===== src/logic/flash_prog_defines.svh =====
/*
  Offsets, bit positions, command patterns, reset values and timing counts
  of the self-programming controller.
  Assumes it is included by bare name from the package and the modules.
*/
// Summary of operation
// - Boot fuse picks application or boot vector
// - Fuses are never writable from the core
// - Ready interrupt requested while enable bit clear
// - Section-bound erase or write sets busy flag
// - Busy cleared by re-enable or buffer load
// - Re-enable ignored while erase or write runs
// - Re-enable write discards the loaded buffer
// - Lock set programs lock bits from R0
// - Armed load-program returns lock or fuse bits
// - Page write copies buffer into pointer page
// - Core stalled for operations on non-section pages
// - Page erase clears the pointer page
// - Plain enable loads R1:R0 into buffer
// - Enable clears on completion or window timeout
// - Only five command patterns have effect
// - Control bit five reads as zero
// - Target page latched when operation starts
// - Pointer splits into page and word fields
// - Load-program uses pointer bit zero
// - Buffer words load in any order
// - Buffer cleared after write, re-enable, reset
`ifndef FLASH_PROG_DEFINES_SVH
`define FLASH_PROG_DEFINES_SVH

// Register indices; byte address is four times the index
`define CSR_INDEX 8'h37
`define ADDR_INDEX 8'h38
`define DATA_INDEX 8'h39
`define CMD_INDEX 8'h3a
`define RESULT_INDEX 8'h3b
`define STATUS_INDEX 8'h3c

// Control/status bit positions
`define BIT_IRQ_EN 7
`define BIT_BUSY 6
`define BIT_REEN 4
`define BIT_LOCK 3
`define BIT_PWRT 2
`define BIT_PERS 1
`define BIT_EN 0

// Command register bit positions
`define CMD_STORE_BIT 0
`define CMD_LOAD_BIT 1

// Legal lower-five-bit command patterns
`define CMD_REEN 5'h11
`define CMD_LOCK 5'h09
`define CMD_PWRT 5'h05
`define CMD_PERS 5'h03
`define CMD_LOAD 5'h01

// Reset values
`define CSR_RESET 8'h00
`define LOCK_RESET 8'hff
`define APP_RESET_VECTOR 16'h0000

// Arming windows in clocks
`define STORE_WINDOW 3'h4
`define LOAD_WINDOW 2'h3

// Programming time
`define PROG_TIME_US 4000
`define CLK_PERIOD_NS 25
`define PROG_CYCLES (`PROG_TIME_US * 1000 / `CLK_PERIOD_NS)

`endif


===== src/logic/flash_prog_pkg.sv =====
/*
  Types shared by the self-programming controller and its test bench.
  Assumes the defines header sits beside it.
*/
`default_nettype none
`include "flash_prog_defines.svh"

package flash_prog_pkg;

  // Bus transfer type
  typedef logic [1:0] htrans_t;

  // Sequencer states, one-hot
  typedef enum logic [2:0] {
    st_idle = 3'h1,
    st_armed = 3'h2,
    st_busy = 3'h4
  } seq_state_t;

endpackage

`default_nettype wire


===== src/logic/page_buffer_if.sv =====
/*
  Link between the sequencer and the temporary page buffer.
  Assumes both ends run on the same clock.
*/
`timescale 1ns/1ps
`default_nettype none

interface page_buffer_if #(
  parameter int WORD_BITS = 16,
  parameter int INDEX_BITS = 6
);
  logic load; // One-cycle word load request
  logic clear; // One-cycle whole-buffer clear
  logic [INDEX_BITS-1:0] load_index; // Word slot to fill
  logic [WORD_BITS-1:0] load_data; // Word to store
  logic [INDEX_BITS-1:0] read_index; // Slot the array reads
  logic [WORD_BITS-1:0] read_data; // Registered read word

  modport ctrl (output load, clear, load_index, load_data, read_index, input read_data);
  modport store (input load, clear, load_index, load_data, read_index, output read_data);
endinterface

`default_nettype wire


===== src/logic/page_buffer.sv =====
/*
  Temporary page buffer: one word per slot, each slot writable once
  between clears.
  Assumes clear and load are one-cycle pulses from the sequencer.
*/
`timescale 1ns/1ps
`default_nettype none

module page_buffer #(
  parameter int WORD_BITS = 16,
  parameter int INDEX_BITS = 6
) (
  input wire logic hclk,
  input wire logic hresetn,
  page_buffer_if.store port
);
  localparam int DEPTH = 1 << INDEX_BITS;

  // All buffer state
  typedef struct packed {
    logic [DEPTH-1:0][WORD_BITS-1:0] words; // Stored words
    logic [DEPTH-1:0] filled; // Slot already written
    logic [WORD_BITS-1:0] rd; // Read register
  } buf_state_t;

  buf_state_t cur;
  buf_state_t next_state;

  // Clear wins over a load in the same cycle
  always_comb begin
    next_state = cur;
    next_state.rd = cur.words[port.read_index];
    if (port.clear) begin
      next_state.words = '0;
      next_state.filled = '0;
    end else if (port.load && !cur.filled[port.load_index]) begin
      // Direct indexing, so any load order works
      next_state.words[port.load_index] = port.load_data;
      next_state.filled[port.load_index] = 1'b1;
    end
  end

  // State register; reset empties the buffer
  always_ff @(posedge hclk or negedge hresetn) begin
    if (!hresetn) begin
      cur <= '0;
    end else begin
      cur <= next_state;
    end
  end

  assign port.read_data = cur.rd;
endmodule // page_buffer

`default_nettype wire


===== src/logic/flash_self_program_control.sv =====
/*
  Self-programming sequencer for the program flash, reached over an
  AHB-Lite slave port: control/status, address pointer, data word,
  command strobes, load result and a status word.
  Assumes a single AHB-Lite master, word transfers only, and a flash
  array that times itself from the start pulses and reads the buffer.
*/
`timescale 1ns/1ps
`default_nettype none

`include "flash_prog_defines.svh"

module flash_self_program_control #(
  parameter int PAGE_LOG2 = 6, // Words per page, log2
  parameter int HALT_FIRST_PAGE = 224, // First page outside the section
  parameter logic [15:0] BOOT_START_ADDR = 16'h7000, // Boot loader vector
  parameter int PROG_CYCLES = `PROG_CYCLES // Erase or write duration
) (
  input wire logic hclk,
  input wire logic hresetn,
  input wire logic hsel,
  input wire logic [31:0] haddr,
  input wire flash_prog_pkg::htrans_t htrans,
  input wire logic hwrite,
  input wire logic [2:0] hsize,
  input wire logic [31:0] hwdata,
  input wire logic hready,
  output logic hreadyout,
  output logic hresp,
  output logic [31:0] hrdata,
  input wire logic global_irq_enable,
  input wire logic boot_reset_select_fuse,
  input wire logic [7:0] fuse_low,
  input wire logic [7:0] fuse_high,
  input wire logic [7:0] fuse_ext,
  input wire logic [PAGE_LOG2-1:0] buf_read_index,
  output logic [15:0] buf_read_data,
  output logic [15:0] reset_vector,
  output logic ready_irq,
  output logic section_busy_flag,
  output logic cpu_halt,
  output logic flash_erase_start,
  output logic flash_write_start,
  output logic [14-PAGE_LOG2:0] flash_page,
  output logic [7:0] lock_bits
);
  import flash_prog_pkg::*;

  localparam int PAGE_BITS = 15 - PAGE_LOG2;

  // Refuse geometries the pointer split cannot serve
  if (PAGE_LOG2 < 1 || PAGE_LOG2 > 7) begin : g_bad_page
    $error("PAGE_LOG2 must lie in 1..7");
  end
  if (PROG_CYCLES < 2) begin : g_bad_time
    $error("PROG_CYCLES must be at least 2");
  end

  // All state of the sequencer
  typedef struct packed {
    logic [24:0] sync1; // Fuse pins, first stage
    logic [24:0] sync2; // Fuse pins, second stage
    logic [1:0] settle; // Counts edges until fuses are stable
    logic [15:0] vector; // Captured reset vector
    logic irq_en; // Ready interrupt enable
    logic busy; // Section busy flag
    logic reen; // Read re-enable bit
    logic lock; // Lock bit set
    logic pwrt; // Page write bit
    logic pers; // Page erase bit
    logic en; // Store program enable
    seq_state_t fsm; // Sequencer state
    logic [2:0] store_win; // Clocks left for a store
    logic [1:0] load_win; // Clocks left for a load
    logic [31:0] op_count; // Clocks left in erase or write
    logic [15:0] addr_ptr; // Address pointer
    logic [15:0] data_word; // R1:R0
    logic [7:0] result; // Load-program destination
    logic [7:0] lock_bits; // Lock bits, 0 means programmed
    logic [PAGE_BITS-1:0] page; // Latched target page
    logic halt_op; // Running op targets non-section page
    logic erase_start; // Erase pulse to the array
    logic write_start; // Write pulse to the array
    logic cpu_halt; // Core stall
    logic ready_irq; // Interrupt request
    logic wr_pending; // Write data phase due
    logic [7:0] wr_index; // Register index of that write
    logic [31:0] rd_data; // Read data phase value
    logic bus_ready; // Slave ready
    logic buf_load; // Buffer load pulse
    logic buf_clear; // Buffer clear pulse
    logic [PAGE_LOG2-1:0] buf_index; // Buffer slot
    logic [15:0] buf_data; // Buffer word
  } state_t;

  state_t cur;
  state_t next_state;

  // Address phase of a real transfer
  logic bus_accept;
  assign bus_accept = hsel && hready && htrans[1];

  page_buffer_if #(.WORD_BITS(16), .INDEX_BITS(PAGE_LOG2)) pbuf ();

  // Next-state logic, one pass in priority order
  always_comb begin
    logic [4:0] low5;
    logic store_cmd;
    logic load_cmd;
    logic [7:0] rd_index;
    logic [31:0] rd_value;
    low5 = hwdata[4:0];
    store_cmd = 1'b0;
    load_cmd = 1'b0;
    rd_index = haddr[9:2];
    rd_value = 32'h0;
    next_state = cur;

    // Fuse pins are only sampled; no path ever writes them
    next_state.sync1 = {boot_reset_select_fuse, fuse_ext, fuse_high, fuse_low};
    next_state.sync2 = cur.sync1;

    // Pulses last one cycle
    next_state.erase_start = 1'b0;
    next_state.write_start = 1'b0;
    next_state.buf_load = 1'b0;
    next_state.buf_clear = 1'b0;
    next_state.bus_ready = 1'b1;

    // Catch the vector once the synchroniser has filled after release
    if (cur.settle != 2'h3) begin
      next_state.settle = cur.settle + 2'h1;
      if (cur.settle == 2'h2) begin
        // Unprogrammed (1) starts the application
        next_state.vector = cur.sync2[24] ? `APP_RESET_VECTOR : BOOT_START_ADDR;
      end
    end

    // Load window runs down on its own
    if (cur.load_win != 2'h0) begin
      next_state.load_win = cur.load_win - 2'h1;
    end

    // Store window timeout clears the whole command
    if (cur.fsm == st_armed) begin
      next_state.store_win = cur.store_win - 3'h1;
      if (cur.store_win == 3'h1) begin
        next_state.fsm = st_idle;
        next_state.en = 1'b0;
        next_state.reen = 1'b0;
        next_state.lock = 1'b0;
        next_state.pwrt = 1'b0;
        next_state.pers = 1'b0;
      end
    end

    // Erase or write in flight; enable stays high till the end
    if (cur.fsm == st_busy) begin
      next_state.op_count = cur.op_count - 32'h1;
      if (cur.op_count == 32'h1) begin
        next_state.fsm = st_idle;
        next_state.en = 1'b0;
        next_state.pwrt = 1'b0;
        next_state.pers = 1'b0;
        next_state.cpu_halt = 1'b0;
        next_state.buf_clear = cur.pwrt;
      end
    end

    // Address phase: decode and prepare read data
    next_state.wr_pending = bus_accept && hwrite;
    if (bus_accept) begin
      next_state.wr_index = rd_index;
      case (rd_index)
        `CSR_INDEX: begin
          // Bit five is hard zero
          rd_value = {24'h0, cur.irq_en, cur.busy, 1'b0, cur.reen, cur.lock, cur.pwrt, cur.pers, cur.en};
        end
        `ADDR_INDEX: begin
          rd_value = {16'h0, cur.addr_ptr};
        end
        `DATA_INDEX: begin
          rd_value = {16'h0, cur.data_word};
        end
        `RESULT_INDEX: begin
          rd_value = {24'h0, cur.result};
        end
        `STATUS_INDEX: begin
          rd_value = {8'h0, cur.lock_bits, cur.vector};
        end
        default: begin
          rd_value = 32'h0;
        end
      endcase
      next_state.rd_data = hwrite ? 32'h0 : rd_value;
    end

    // Data phase of a write
    if (cur.wr_pending) begin
      case (cur.wr_index)
        `CSR_INDEX: begin
          next_state.irq_en = hwdata[`BIT_IRQ_EN];
          // Nothing re-arms while erase or write is running
          if (cur.fsm != st_busy) begin
            case (low5)
              `CMD_REEN, `CMD_LOCK, `CMD_PWRT, `CMD_PERS, `CMD_LOAD: begin
                next_state.reen = low5[`BIT_REEN];
                next_state.lock = low5[`BIT_LOCK];
                next_state.pwrt = low5[`BIT_PWRT];
                next_state.pers = low5[`BIT_PERS];
                next_state.en = 1'b1;
                next_state.fsm = st_armed;
                next_state.store_win = `STORE_WINDOW;
                next_state.load_win = low5[`BIT_LOCK] ? `LOAD_WINDOW : 2'h0;
                // Partially loaded data is thrown away
                next_state.buf_clear = low5[`BIT_REEN];
              end
              default: begin
                // Any other pattern changes nothing
                next_state.fsm = next_state.fsm;
              end
            endcase
          end
        end
        `ADDR_INDEX: begin
          next_state.addr_ptr = hwdata[15:0];
        end
        `DATA_INDEX: begin
          next_state.data_word = hwdata[15:0];
        end
        `CMD_INDEX: begin
          store_cmd = hwdata[`CMD_STORE_BIT];
          load_cmd = hwdata[`CMD_LOAD_BIT];
        end
        default: begin
          store_cmd = 1'b0;
        end
      endcase
    end

    // Store-program instruction; ignored unless armed
    if (store_cmd && cur.fsm == st_armed) begin
      next_state.fsm = st_idle;
      next_state.en = 1'b0;
      next_state.reen = 1'b0;
      next_state.lock = 1'b0;
      next_state.pwrt = 1'b0;
      next_state.pers = 1'b0;
      next_state.load_win = 2'h0;
      if (cur.pwrt || cur.pers) begin
        // Upper pointer bits pick the page; latched here
        next_state.page = cur.addr_ptr[15:PAGE_LOG2+1];
        next_state.halt_op = 32'(cur.addr_ptr[15:PAGE_LOG2+1]) >= HALT_FIRST_PAGE;
        if (32'(cur.addr_ptr[15:PAGE_LOG2+1]) < HALT_FIRST_PAGE) begin
          next_state.busy = 1'b1;
        end
        // Stall covers the whole operation
        next_state.cpu_halt = 32'(cur.addr_ptr[15:PAGE_LOG2+1]) >= HALT_FIRST_PAGE;
        next_state.erase_start = cur.pers;
        next_state.write_start = cur.pwrt;
        next_state.fsm = st_busy;
        next_state.en = 1'b1;
        next_state.pwrt = cur.pwrt;
        next_state.pers = cur.pers;
        next_state.op_count = 32'(PROG_CYCLES);
      end else if (cur.lock) begin
        // Zero bits in R0 bits 5..0 program, bits 7..6 stay one; programmed bits never return
        next_state.lock_bits = cur.lock_bits & {2'h3, cur.data_word[5:0]};
      end else if (cur.reen) begin
        next_state.busy = 1'b0;
      end else begin
        // Word slot from pointer, bit zero ignored
        next_state.buf_load = 1'b1;
        next_state.buf_index = cur.addr_ptr[PAGE_LOG2:1];
        next_state.buf_data = cur.data_word;
        next_state.busy = 1'b0;
      end
    end else if (load_cmd && cur.fsm == st_armed && cur.lock && cur.load_win != 2'h0) begin
      // Byte-wise pointer, so bit zero counts here
      case (cur.addr_ptr[1:0])
        2'h0: begin
          next_state.result = cur.sync2[7:0];
        end
        2'h1: begin
          next_state.result = cur.lock_bits;
        end
        2'h2: begin
          next_state.result = cur.sync2[23:16];
        end
        default: begin
          next_state.result = cur.sync2[15:8];
        end
      endcase
      next_state.fsm = st_idle;
      next_state.en = 1'b0;
      next_state.lock = 1'b0;
      next_state.load_win = 2'h0;
    end

    // Level request while enable is clear
    next_state.ready_irq = next_state.irq_en && global_irq_enable && !next_state.en;
  end

  // State register
  always_ff @(posedge hclk or negedge hresetn) begin
    if (!hresetn) begin
      cur <= '0;
      cur.fsm <= st_idle;
      cur.lock_bits <= `LOCK_RESET;
      cur.bus_ready <= 1'b1;
    end else begin
      cur <= next_state;
    end
  end

  // Buffer link
  assign pbuf.load = cur.buf_load;
  assign pbuf.clear = cur.buf_clear;
  assign pbuf.load_index = cur.buf_index;
  assign pbuf.load_data = cur.buf_data;
  assign pbuf.read_index = buf_read_index;

  page_buffer #(.WORD_BITS(16), .INDEX_BITS(PAGE_LOG2)) u_buffer (
    .hclk(hclk),
    .hresetn(hresetn),
    .port(pbuf.store)
  );

  // Outputs, all from flip-flops; response is always OKAY
  assign hreadyout = cur.bus_ready;
  assign hresp = 1'b0;
  assign hrdata = cur.rd_data;
  assign buf_read_data = pbuf.read_data;
  assign reset_vector = cur.vector;
  assign ready_irq = cur.ready_irq;
  assign section_busy_flag = cur.busy;
  assign cpu_halt = cur.cpu_halt;
  assign flash_erase_start = cur.erase_start;
  assign flash_write_start = cur.write_start;
  assign flash_page = cur.page;
  assign lock_bits = cur.lock_bits;
endmodule // flash_self_program_control

`default_nettype wire


===== config.mk =====
export PLATFORM = sky130hd
export DESIGN_NAME = flash_self_program_control
export DESIGN_NICKNAME = d
export VERILOG_FILES = /design/src/logic/flash_prog_pkg.sv /design/src/logic/page_buffer_if.sv /design/src/logic/page_buffer.sv /design/src/logic/flash_self_program_control.sv
export VERILOG_INCLUDE_DIRS = /design/src /design/src/logic
export SDC_FILE = /design/constraint.sdc
export NUM_CORES = 2
export LEC_CHECK = 0
export BUFFER_PORTS_ARGS = -buffer_cell sky130_fd_sc_hd__buf_2
export CORE_UTILIZATION = 45
export DETAILED_ROUTE_END_ITERATION = 16
export GPL_ROUTABILITY_DRIVEN = 0
export SYNTH_ARGS = -nofsm -noshare
export SYNTH_HDL_FRONTEND = slang
export SYNTH_HIERARCHICAL = 1
export SYNTH_SLANG_ARGS = --single-unit

===== constraint.sdc =====
create_clock -name hclk -period 4.8 [get_ports hclk]
set_input_delay 1.44 -clock hclk [delete_from_list [all_inputs] [get_ports hclk]]
set_output_delay 1.44 -clock hclk [all_outputs]
set_load 0.05 [all_outputs]

==> results.cfg <==
[run_status]
outcome = completed

[timing]
hold_viol = 0
fmax_mhz = 249
period_needed_ns = 4.02
tightest_slew_ns = 1.10
slew_violations = 0
slew_headroom = 0.262
rsz0062_at_grt = false
final-setup-viol-count = 0
skew_ns = 0.0220
finalCritPeriodShare = 0.837
finalSetupTns_ns = 0

[synth]
synthCells = 5197
ys_types = 78
yosys_warnings = 6
ys_ff_latch = 1319
synthArstFlopShare = 1.00
synth_edf_count = 0
synth_area_sq_um = 63800
synthFlopType = dfrtp_1
seq_area_frac_synth = 0.517
synth.avg_cell_area_sq_um = 12.3

[die]
rows = 137
die_y_um = 379
initial_core_util = 0.456
coreArea_sq_um = 140000
design.die.area_sq_um = 143000
die_w_um = 379
ios = 194

[critical_path]
critPathKind = flip-flop to flip-flop
critical-path-top-delay-family = compound AO/OA/AOI/OAI gates
worstPathMaxFanout = 27
cp_slowest_cell = dfrtp_2
crit_arrival_ns = 4.64
r2r_end = u_buffer/cur[507]
cpPeakStageDelay_ns = 0.89
cp.required_ns = 5.43
r2r_cells = 7
crit_path_end_kind = flip-flop
worst_r2r_startpoint = pbuf.load_index[2]
critPathBufInv = 1
timing.reg2reg.setup_slack_ns = 0.78
worst_setup_path_start_kind = flip-flop
path_cells = mux2_2 -> a221oi_4 -> o21ai_2 -> a21oi_2 -> nand2_2 -> buf_4 -> mux2i_1

[clock_network]
clockBufferDepth = 3
hold_buffers = 0
htree_levels = 4
tritoncts = built
cts.sinks = 1319
clk_latency_ns = 0.80
cts_root_buf = clkbuf_16
cts_setup_buffers = 0
numCtsBuffers = 148
cts_resized = 0
clkTransAtPathRegs_ns = 0.06

[layout]
diodes = 0
area_growth_pct = 11.2
drive_gt1_frac = 0.199
nFillCells = 12200
final_nets = 5223

[power]
p_int_mw = 18.1
vdd_drop_max_mv = 0.377
combPwrFrac = 0.031
finalPower_mw = 23.4
power_density_nw_per_um2 = 330
pwr-share-seq = 0.478
p_leak_nw = 34.6
p_sw_mw = 5.27
switching_share = 0.225
p_clk_frac = 0.491

[global_route]
antenna_found_initial = 6
gr-total-overflow = 0
grt_pass1_wl_mm = 267
grt_max_degree = 222
grt_usage = 0.249
grt_pass1_vias = 41100

[route]
dr_total_vias = 40400
vias_per_cell = 5.68
ant_nets = 0
routed_wl_mm = 176
wl_per_cell_um = 24.7
drtPass1Iterations = 6
drc = 0
drtIter0Drc = 3779

[run]
cap_violations = 0

[hold_path]
worstHoldStart = cur[238]
hp-class = flip-flop to flip-flop
holdPathStages = 0
hold_end = cur[213]

[place]
place_hpwl_mm = 104
portBuffers = 124
-- synthesized netlist by cell type (28+ instances only) --
master,n,share of area
nand2b_1,470,0.046
buf_1,46,0.0027
inv_1,36,0.0021
a21oi_1,182,0.014
mux4_2,342,0.12
nor2_1,550,0.032
xnor2_1,28,0.0038
dfrtp_1,1312,0.51
nor2b_1,39,0.0038
nor3_1,45,0.0035
mux2i_1,888,0.14
mux2_2,62,0.011
buf_2,85,0.0067
nand2_1,329,0.019
o21ai_0,90,0.0071
buf_4,126,0.015
clkbuf_1,289,0.017
-- cells by family after synthesis --
| family | count (synthesis) | share of synthesized area |
|---|---|---|
| adders and majority gates | 7 | 0.00133 |
| and+or+nand+nor | 1576 | 0.122 |
| DFF | 1319 | 0.517 |
| buffers and inverters | 600 | 0.0466 |
| xor gates and xnor gates | 31 | 0.00426 |
| muxes | 1315 | 0.276 |
| other | 2 | 0.000118 |
| AOI/OAI and AO/OA | 347 | 0.0320 |
-- metal layers --
| layer | part of all wire | wire length, um | global-route usage |
|---|---|---|---|
| met2 | 0.47 | 82000 | 0.389 |
| met4 | 0.028 | 4920 | 0.0782 |
| met3 | 0.057 | 9960 | 0.0418 |
| met1 | 0.45 | 78800 | 0.356 |
| met5 | 0.00019 | 33 | 0 |
-- state kept, by name (all words and copies together) (netlist names) --
| name | cells |
|---|---|
| u_buffer/cur | 1088 |
| cur | 147 |
| hrdata | 23 |
| pbuf.load_data | 16 |
| u_buffer/port.read_data | 16 |
| flash_page | 9 |
| lock_bits | 6 |
| pbuf.load_index | 6 |
| cpu_halt | 1 |
| flash_erase_start | 1 |
| flash_write_start | 1 |
| pbuf.clear | 1 |
| pbuf.load | 1 |
| ready_irq | 1 |
| reset_vector | 1 |
| section_busy_flag | 1 |
-- per-stage QoR --
step / hold WS, ns / setup WS [ns] / util / instances / cell area (sq um)
after CTS: 0.347 / 0.843 / 0.507 / 7101 / 71000
after floorplan: 0.331 / 0.824 / - / 5220 / 63900
after detailed placement: 0.335 / 0.799 / 0.472 / 6837 / 66000
final: 0.346 / 0.784 / 0.507 / 7101 / 71000
after global routing: 0.351 / 0.658 / 0.507 / 7101 / 71000
after global placement: 0.334 / 0.818 / 0.472 / 6837 / 66000
-- area by class of cell --
cell class,count,area [sq um],area share
well taps,1876,2350,0.0331
multi-input cells,3301,28100,0.396
repair buffers,305,2420,0.0342
inverters,36,135,0.00190
clock buffers,217,4310,0.0608
clock inverters,47,617,0.00869
flip-flops and latches,1319,33000,0.465
-- worst max path at each step --
stage               cells past startpoint                          end  slack [ns]               start
finish                                  7            u_buffer/cur[507]        0.78  pbuf.load_index[2]
global route                            7            u_buffer/cur[504]        0.66  pbuf.load_index[2]
CTS                                     7           u_buffer/cur[1008]        0.84  pbuf.load_index[2]
detailed placement                      6  u_buffer/port.read_data[14]        0.80   buf_read_index[0]
global placement                        6  u_buffer/port.read_data[13]        0.82   buf_read_index[0]
floorplan                               6   u_buffer/port.read_data[0]        0.82   buf_read_index[0]
-- placed cells by master (no fill, tap or decap), types with 16 or more instances in the layout --
cell type,instances
o21ai_0,90
a21oi_1,181
buf_12,33
clkbuf_16,149
nor2_1,550
conb_1,25
nor3_1,20
nor4_1,18
nand2_1,329
clkbuf_1,35
buf_2,119
clkbuf_8,33
nor2b_1,39
nand3_1,26
nand4_1,17
mux2_4,21
a22oi_1,16
inv_1,36
mux2i_1,888
buf_4,150
nor3_2,17
clkinv_2,23
mux4_2,342
mux2_2,62
dfrtp_1,1310
nand2b_1,464
xnor2_1,28
-- power by group through the flow --
| stage | sequential, mW | clock (mW) | combinational (mW) |
|---|---|---|---|
| 2_1_floorplan | 11.4 | 0 | 0.337 |
| 3_3_place_gp | 11.4 | 0 | 0.738 |
| 3_5_place_dp | 11.4 | 0 | 0.740 |
| 4_1_cts | 11.2 | 11.7 | 0.741 |
| 5_1_grt | 11.2 | 12.2 | 0.789 |
| 6_report | 11.2 | 11.5 | 0.718 |
Power figures use the tool's default switching activity.
